## src/design/rfc_regs.svh

```systemverilog
// Purpose: address map, bit positions and timing counts of the flags block
// Assumes: 50 MHz core clock, byte-wide register port
// Notes:   definitions only
`ifndef RFC_REGS_SVH
`define RFC_REGS_SVH

`define RFC_ADDR_FLAGS     8'h00
`define RFC_ADDR_TIME_BASE 8'h09
`define RFC_TIME_BYTES     7
`define RFC_TIME_IDX_W     3

`define RFC_BIT_WDF        7
`define RFC_BIT_AF         6
`define RFC_BIT_PF         5
`define RFC_BIT_OSCILLATOR_FAIL_FLAG       4
`define RFC_BIT_ZERO       3
`define RFC_BIT_CAL        2
`define RFC_BIT_W          1
`define RFC_BIT_R          0

`define RFC_FLAGS_RESET    8'h00
`define RFC_BYTE_ZERO      8'h00

`define RFC_CLK_PERIOD_NS  20
`define RFC_TRANSFER_NS    1000
`define RFC_TRANSFER_CYC   \
  ((`RFC_TRANSFER_NS + `RFC_CLK_PERIOD_NS - 1) / `RFC_CLK_PERIOD_NS)
`define RFC_CNT_W          6

`endif

```

## src/design/rfc_pkg.sv

```systemverilog
// Purpose: shared types of the flags and write control block
// Assumes: nothing beyond the register header
// Notes:   constants live in rfc_regs.svh
`include "rfc_regs.svh"

package rfc_pkg;

  typedef enum logic [1:0] {
    RFC_XF_IDLE = 2'b00,
    RFC_XF_WAIT = 2'b01,
    RFC_XF_LOAD = 2'b10
  } rfc_xf_state_t;

  typedef logic [`RFC_CNT_W-1:0]        rfc_cnt_t;
  typedef logic [7:0]                   rfc_byte_t;
  typedef logic [`RFC_TIME_IDX_W-1:0]   rfc_idx_t;

endpackage : rfc_pkg

```

## src/design/rfc_xfer_if.sv

```systemverilog
// Purpose: handshake between flags block and time transfer sequencer
// Assumes: single clock domain
// Notes:   start is a one-cycle pulse, load a one-cycle pulse
`timescale 1ns/1ps

interface rfc_xfer_if;
  logic start;
  logic busy;
  logic load;

  modport ctl (output start, input busy, input load);
  modport seq (input start, output busy, output load);
endinterface : rfc_xfer_if

```

## src/design/rfc_flags_ctrl.sv

```systemverilog
// Purpose: flags and control register of the clock, with write/read hold
// Assumes: register port strobes come from the serial command decoder
// Notes:   time bytes are shadows of the running counters
`timescale 1ns/1ps
`include "rfc_regs.svh"

module rfc_flags_ctrl (
  input  wire logic        clk,
  input  wire logic        rst,
  input  wire logic [7:0]  reg_addr,
  input  wire logic        reg_wr,
  input  wire logic        reg_rd,
  input  wire logic [7:0]  reg_wdata,
  output logic      [7:0]  reg_rdata,
  input  wire logic        watchdog_expire,
  input  wire logic        alarm_match,
  input  wire logic        supply_below_threshold,
  input  wire logic        oscillator_fail_detect,
  input  wire logic [55:0] cnt_time,
  output logic      [55:0] cnt_load_time,
  output logic             cnt_load,
  output logic             cal_out_en,
  output logic             rtc_write_allowed,
  output logic             xfer_busy
);

  // one decode used by both the read and write paths
  function automatic logic is_time_addr(input logic [7:0] a);
    return (a >= `RFC_ADDR_TIME_BASE) &&
           (a < (`RFC_ADDR_TIME_BASE + 8'(`RFC_TIME_BYTES)));
  endfunction : is_time_addr

  function automatic rfc_pkg::rfc_idx_t time_idx(input logic [7:0] a);
    logic [7:0] d;
    d = a - `RFC_ADDR_TIME_BASE;
    return d[`RFC_TIME_IDX_W-1:0];
  endfunction : time_idx

  rfc_xfer_if xf ();

  rfc_xfer_seq u_seq (
    .clk (clk),
    .rst (rst),
    .xf  (xf)
  );

  logic               watchdog_expired_flag_reg;
  logic               watchdog_expired_flag_next;
  logic               alarm_match_flag_reg;
  logic               alarm_match_flag_next;
  logic               supply_fail_flag_reg;
  logic               supply_fail_flag_next;
  logic               oscillator_fail_flag_reg;
  logic               oscillator_fail_flag_next;
  logic               cal_reg;
  logic               cal_next;
  logic               write_hold_reg;
  logic               write_hold_next;
  logic               read_hold_reg;
  logic               read_hold_next;
  logic               time_changed_reg;
  logic               time_changed_next;
  rfc_pkg::rfc_byte_t rdata_reg;
  rfc_pkg::rfc_byte_t rdata_next;
  logic [55:0]        load_time_reg;
  logic [55:0]        load_time_next;
  rfc_pkg::rfc_byte_t shadow_reg  [`RFC_TIME_BYTES];
  rfc_pkg::rfc_byte_t shadow_next [`RFC_TIME_BYTES];

  logic flags_wr;
  logic flags_rd;
  logic time_wr;
  logic hold_release;
  logic shadow_frozen;
  rfc_pkg::rfc_byte_t flags_view;

  assign flags_wr = reg_wr && (reg_addr == `RFC_ADDR_FLAGS);
  assign flags_rd = reg_rd && (reg_addr == `RFC_ADDR_FLAGS);
  assign time_wr  = reg_wr && is_time_addr(reg_addr) && write_hold_reg;
  assign hold_release = flags_wr && write_hold_reg &&
                        !reg_wdata[`RFC_BIT_W];
  // freeze while either hold is set
  // busy also freezes so the edited time is not overwritten mid-copy
  assign shadow_frozen = write_hold_reg || read_hold_reg || xf.busy;

  always_comb begin
    flags_view                 = `RFC_BYTE_ZERO;
    flags_view[`RFC_BIT_WDF]   = watchdog_expired_flag_reg;
    flags_view[`RFC_BIT_AF]    = alarm_match_flag_reg;
    flags_view[`RFC_BIT_PF]    = supply_fail_flag_reg;
    flags_view[`RFC_BIT_OSCILLATOR_FAIL_FLAG]  = oscillator_fail_flag_reg;
    flags_view[`RFC_BIT_ZERO]  = 1'b0;
    flags_view[`RFC_BIT_CAL]   = cal_reg;
    flags_view[`RFC_BIT_W]     = write_hold_reg;
    flags_view[`RFC_BIT_R]     = read_hold_reg;
  end

  // event flags: a set in the read cycle beats the clear
  always_comb begin
    watchdog_expired_flag_next = watchdog_expired_flag_reg;
    alarm_match_flag_next      = alarm_match_flag_reg;
    supply_fail_flag_next      = supply_fail_flag_reg;
    oscillator_fail_flag_next  = oscillator_fail_flag_reg;
    if (flags_rd) begin
      watchdog_expired_flag_next = 1'b0;
      alarm_match_flag_next      = 1'b0;
      supply_fail_flag_next      = 1'b0;
    end
    // oscillator flag cleared by user only
    if (flags_wr && write_hold_reg && !reg_wdata[`RFC_BIT_OSCILLATOR_FAIL_FLAG]) begin
      oscillator_fail_flag_next = 1'b0;
    end
    if (watchdog_expire) begin
      watchdog_expired_flag_next = 1'b1;
    end
    if (alarm_match) begin
      alarm_match_flag_next = 1'b1;
    end
    if (supply_below_threshold) begin
      supply_fail_flag_next = 1'b1;
    end
    if (oscillator_fail_detect) begin
      oscillator_fail_flag_next = 1'b1;
    end
  end

  // control bits are writable at any time so the hold can be entered
  always_comb begin
    cal_next          = cal_reg;
    write_hold_next   = write_hold_reg;
    read_hold_next    = read_hold_reg;
    time_changed_next = time_changed_reg;
    if (flags_wr) begin
      cal_next        = reg_wdata[`RFC_BIT_CAL];
      write_hold_next = reg_wdata[`RFC_BIT_W];
      read_hold_next  = reg_wdata[`RFC_BIT_R];
    end
    if (time_wr) begin
      time_changed_next = 1'b1;
    end
    if (hold_release) begin
      time_changed_next = 1'b0;
    end
  end

  assign xf.start = hold_release && time_changed_reg && !xf.busy;

  always_comb begin
    load_time_next = load_time_reg;
    if (xf.start) begin
      for (int i = 0; i < `RFC_TIME_BYTES; i++) begin
        load_time_next[i*8 +: 8] = shadow_reg[i];
      end
    end
  end

  generate
    for (genvar g = 0; g < `RFC_TIME_BYTES; g++) begin : g_shadow
      always_comb begin
        shadow_next[g] = shadow_reg[g];
        if (time_wr && (time_idx(reg_addr) == rfc_pkg::rfc_idx_t'(g))) begin
          shadow_next[g] = reg_wdata;
        end else if (!shadow_frozen) begin
          shadow_next[g] = cnt_time[g*8 +: 8];
        end
      end

      always_ff @(posedge clk) begin
        if (rst) begin
          shadow_reg[g] <= `RFC_BYTE_ZERO;
        end else begin
          shadow_reg[g] <= shadow_next[g];
        end
      end
    end
  endgenerate

  // read data shows the value before the clear takes effect
  always_comb begin
    rdata_next = rdata_reg;
    if (reg_rd) begin
      if (reg_addr == `RFC_ADDR_FLAGS) begin
        rdata_next = flags_view;
      end else if (is_time_addr(reg_addr)) begin
        rdata_next = shadow_reg[time_idx(reg_addr)];
      end else begin
        rdata_next = `RFC_BYTE_ZERO;
      end
    end
  end

  always_ff @(posedge clk) begin
    if (rst) begin
      watchdog_expired_flag_reg <= 1'b0;
      alarm_match_flag_reg      <= 1'b0;
      supply_fail_flag_reg      <= 1'b0;
      oscillator_fail_flag_reg  <= 1'b0;
      cal_reg                   <= 1'b0;
      write_hold_reg            <= 1'b0;
      read_hold_reg             <= 1'b0;
      time_changed_reg          <= 1'b0;
      rdata_reg                 <= `RFC_FLAGS_RESET;
      load_time_reg             <= '0;
    end else begin
      watchdog_expired_flag_reg <= watchdog_expired_flag_next;
      alarm_match_flag_reg      <= alarm_match_flag_next;
      supply_fail_flag_reg      <= supply_fail_flag_next;
      oscillator_fail_flag_reg  <= oscillator_fail_flag_next;
      cal_reg                   <= cal_next;
      write_hold_reg            <= write_hold_next;
      read_hold_reg             <= read_hold_next;
      time_changed_reg          <= time_changed_next;
      rdata_reg                 <= rdata_next;
      load_time_reg             <= load_time_next;
    end
  end

  assign reg_rdata         = rdata_reg;
  assign cnt_load_time     = load_time_reg;
  // counters load at end of delay
  assign cnt_load          = xf.load;
  assign cal_out_en        = cal_reg;
  assign rtc_write_allowed = write_hold_reg;
  assign xfer_busy         = xf.busy;

endmodule : rfc_flags_ctrl

```

## src/design/rfc_xfer_seq.sv

```systemverilog
// Purpose: times the copy of edited time into the timekeeping counters
// Assumes: start only while idle
// Notes:   load pulses once the transfer interval has elapsed
`timescale 1ns/1ps
`include "rfc_regs.svh"

module rfc_xfer_seq (
  input  wire logic clk,
  input  wire logic rst,
  rfc_xfer_if.seq   xf
);

  rfc_pkg::rfc_xf_state_t state_reg;
  rfc_pkg::rfc_xf_state_t state_next;
  rfc_pkg::rfc_cnt_t      cnt_reg;
  rfc_pkg::rfc_cnt_t      cnt_next;

  always_comb begin
    state_next = state_reg;
    cnt_next   = cnt_reg;
    unique case (state_reg)
      rfc_pkg::RFC_XF_IDLE: begin
        if (xf.start) begin
          state_next = rfc_pkg::RFC_XF_WAIT;
          cnt_next   = `RFC_CNT_W'(`RFC_TRANSFER_CYC - 1);
        end
      end
      rfc_pkg::RFC_XF_WAIT: begin
        if (cnt_reg == '0) begin
          state_next = rfc_pkg::RFC_XF_LOAD;
        end else begin
          cnt_next = cnt_reg - 1'b1;
        end
      end
      rfc_pkg::RFC_XF_LOAD: begin
        state_next = rfc_pkg::RFC_XF_IDLE;
      end
      default: begin
        state_next = rfc_pkg::RFC_XF_IDLE;
      end
    endcase
  end

  always_ff @(posedge clk) begin
    if (rst) begin
      state_reg <= rfc_pkg::RFC_XF_IDLE;
      cnt_reg   <= '0;
    end else begin
      state_reg <= state_next;
      cnt_reg   <= cnt_next;
    end
  end

  assign xf.busy = (state_reg != rfc_pkg::RFC_XF_IDLE);
  assign xf.load = (state_reg == rfc_pkg::RFC_XF_LOAD);

endmodule : rfc_xfer_seq

```

## config.mk

```make
export PLATFORM = sky130hd
export DESIGN_NAME = rfc_flags_ctrl
export DESIGN_NICKNAME = d
export VERILOG_FILES = /design/src/design/rfc_pkg.sv /design/src/design/rfc_xfer_if.sv /design/src/design/rfc_flags_ctrl.sv /design/src/design/rfc_xfer_seq.sv
export VERILOG_INCLUDE_DIRS = /design/src /design/src/design
export SDC_FILE = /design/constraint.sdc
export NUM_CORES = 1
export LEC_CHECK = 0
export BUFFER_PORTS_ARGS = -buffer_cell sky130_fd_sc_hd__buf_2
export CAP_MARGIN = 20
export CORE_UTILIZATION = 42
export DETAILED_ROUTE_END_ITERATION = 6
export PLACE_DENSITY_LB_ADDON = 0.05
export SYNTH_ARGS = -nofsm -noshare
export SYNTH_HDL_FRONTEND = slang
export SYNTH_HIERARCHICAL = 1
export SYNTH_SLANG_ARGS = --single-unit
```

## constraint.sdc

```tcl
create_clock -name clk -period 3.98 [get_ports clk]
set_input_delay 0.398 -clock clk [delete_from_list [all_inputs] [get_ports clk]]
set_output_delay 0.398 -clock clk [all_outputs]
set_load 0.05 [all_outputs]
```

==> reports/results.txt <==
Bufs on Longest Clock Path - 2
Rel. slew slack - 50.0%
Multi-input gate area - 3120 µm²
Reg2reg end - cnt_load_time[21]
Worst-case hold path end point - alarm_match_flag_reg
Global-route wire length before repair - 27.4 mm
Top Ports - 148
Vias - 5570
Min Tclk post-route - 2730 ps
RePlAce Congestion - 0.864
Largest cells by area after synthesis - dfxtp_1 (44%), mux2i_1 (12%), nand2_1 (7.2%), a211oi_1 (6.9%), a21oi_1 (6.8%)
Most frequent cells in the layout - buf_2 (146), dfxtp_1 (136), nand2_1 (118)
# DRC - 0
Async S/R FF share, synth - 0%
Dpl ws - 920 ps
Max Slew Vio Count - 0
Clock slew at reported path FFs - 60 ps
Non-Filler Instances - 1025
Root Buffer - clkbuf_16
Synth cell types - 50
DIE AREA - 15100 µm²
Syn Nets - 804
RSZ-0062 raised after global routing - no
Largest net degree at the start of global routing - 73
Most common cell after layout, fill and taps aside - buf_2
Final ANT Viol Nets - 0
Reg2reg path depth - 6
Critical Path End Type - flop
Total clock sinks - 136
Post_cts resized - 0
Flop-to-flop setup slack - 1570 ps
Outcome - finished clean
First DRT Iteration DRCs - 402
DP Cell Count - 993
Initial antenna violation count - 0
Postcts setup bufs - 0
Ys Warns - 6
Vias in the first global route - 5238
Detailed Route WL - 18.1 mm
Synthesis-stage register bit count - 136
Worst setup margin - 1250 ps
CTS tree - done
Post-synth top flop - dfxtp_1
Share of cells above drive strength 1 - 22.6%
Die width - 123 µm
F_max - 367 MHz
Synthesized area - 6140 µm²
Worst-margin pin slew - 749 ps
Final setup skew - 7.63 ps
Final Hold Viols - 0
Core box area - 14000 µm²
Hold Path Cell Cnt - 3
Final Setup Violations - 0
Leak - 0.00353 µW
Total negative setup slack - 0 ps
Layout area overhead - 22.5%
# fillers - 1385
DRT Pass-1 Iters - 5
Clock insertion delay at the later pin of the skew report - 430 ps
Reg2reg start - u_seq/state_reg[0]
Cts hold-fix bufs - 0
Power Density - 428 nW/µm²
Clock buffer count from CTS - 17
FF+latch area - 2720 µm²
Hold crit path type - primary input to flop
Area share of the largest cell type after synthesis - 44.4%
Max VDD drop - 326 µV
ANT cells - 0
Crit-path max FO - 25
Initial core utilization - 43.7%
Synth area leader - dfxtp_1
Max cap viols - 0
Register area share after synthesis - 44.4%
Critical path required time - 4260 ps
Critical Path Start Type - primary input
Hold Startpoint - alarm_match
Syn avg cell area - 8.58 µm²
I/O Buffers - 147
Number of flops mapped to enable cells by yosys - 0
Crit share post-route - 68.5%
CP Launch Point - reg_addr[0]
Rows - 43
H-Tree Depth - 4
Routed len/inst - 17.7 µm
Data arrival time of the critical path - 3000 ps
Worst Setup Path Type - primary input to flop
Vias per std cell - 5.43
Grt ovf - 0
Mapped Cells - 715
Fin nets - 921
Detailed Place HPWL - 12.9 mm
GRT Total Usage - 24.6%
DIE HEIGHT - 123 µm
[synth_stat cells, types with 5 or more instances]
cell      count
a211o_1       8
a211oi_1     56
a21oi_1      83
and2_0        5
buf_2        18
clkbuf_1     36
dfxtp_1     136
ha_1          9
inv_1        15
mux2i_1      73
nand2_1     118
nand4_1      10
nor2_1       66
nor2b_1      11
o22ai_1      14
[power breakdown]
group          internal [µW]  switching [µW]
Clock                    986             579
Sequential              1400            33.2
Combinational           89.0             130
[kinds of logic (layout without fill, tap and decap cells)]
logic type	count (synthesis)	count (layout)	synth area share (%)
adder cells (fa/ha/maj)	9	9	1.83
AND/OR/NAND/NOR	244	244	18.1
flip-flops	136	136	44.4
buffers and inverters	73	203	4.85
AO/OA/AOI/OAI	179	179	18.6
multiplexers	74	74	12.3
[final cells by class]
cell class / instances / share of cell area [%]
Multi-Input combinational cell: 506 / 41.6
Sequential cell: 136 / 36.2
Clock buffer: 25 / 6.59
Clock inverter: 7 / 1.22
Tap cell: 180 / 3.00
Inverter: 16 / 0.799
Timing Repair Buffer: 155 / 10.6
[stage by stage]
stage	instance area [µm²]	hold WS, ps	util [%]	power [µW]
finish	7520	193	53.5	3210
global route	7520	197	53.5	3320
CTS	7520	177	53.5	3240
detailed placement	6930	440	49.3	1680
global placement	6930	435	49.3	1670
floorplan	6140	444	-	1570
[worst max-delay path by stage]
stage	endpoint	depth (start not counted)	slack (ps)
after floorplan	reg_rdata[3]	9	1470
after global placement	shadow_reg[2][6]	8	1040
after detailed placement	shadow_reg[5][7]	8	920
after CTS	shadow_reg[5][2]	8	1300
after global routing	shadow_reg[5][2]	8	1030
final	shadow_reg[5][2]	8	1250
[layer usage]
metal | up-vias | GRT usage [%] | wire [µm]
met1 | 2610 | 32.1 | 8370
li1 | 2770 | - | -
met5 | - | 0 | 0
met3 | 24 | 5.72 | 958
met2 | 166 | 39.0 | 8470
met4 | 0 | 9.91 | 326
[critical path, cell delays in order]
cell      delay, ps
buf_2           110
clkinv_1        240
ha_1            310
ha_1            730
and4_1          310
nand4_1         490
nor2_1          310
a211oi_1         80
(Power assumes the default switching activity.)
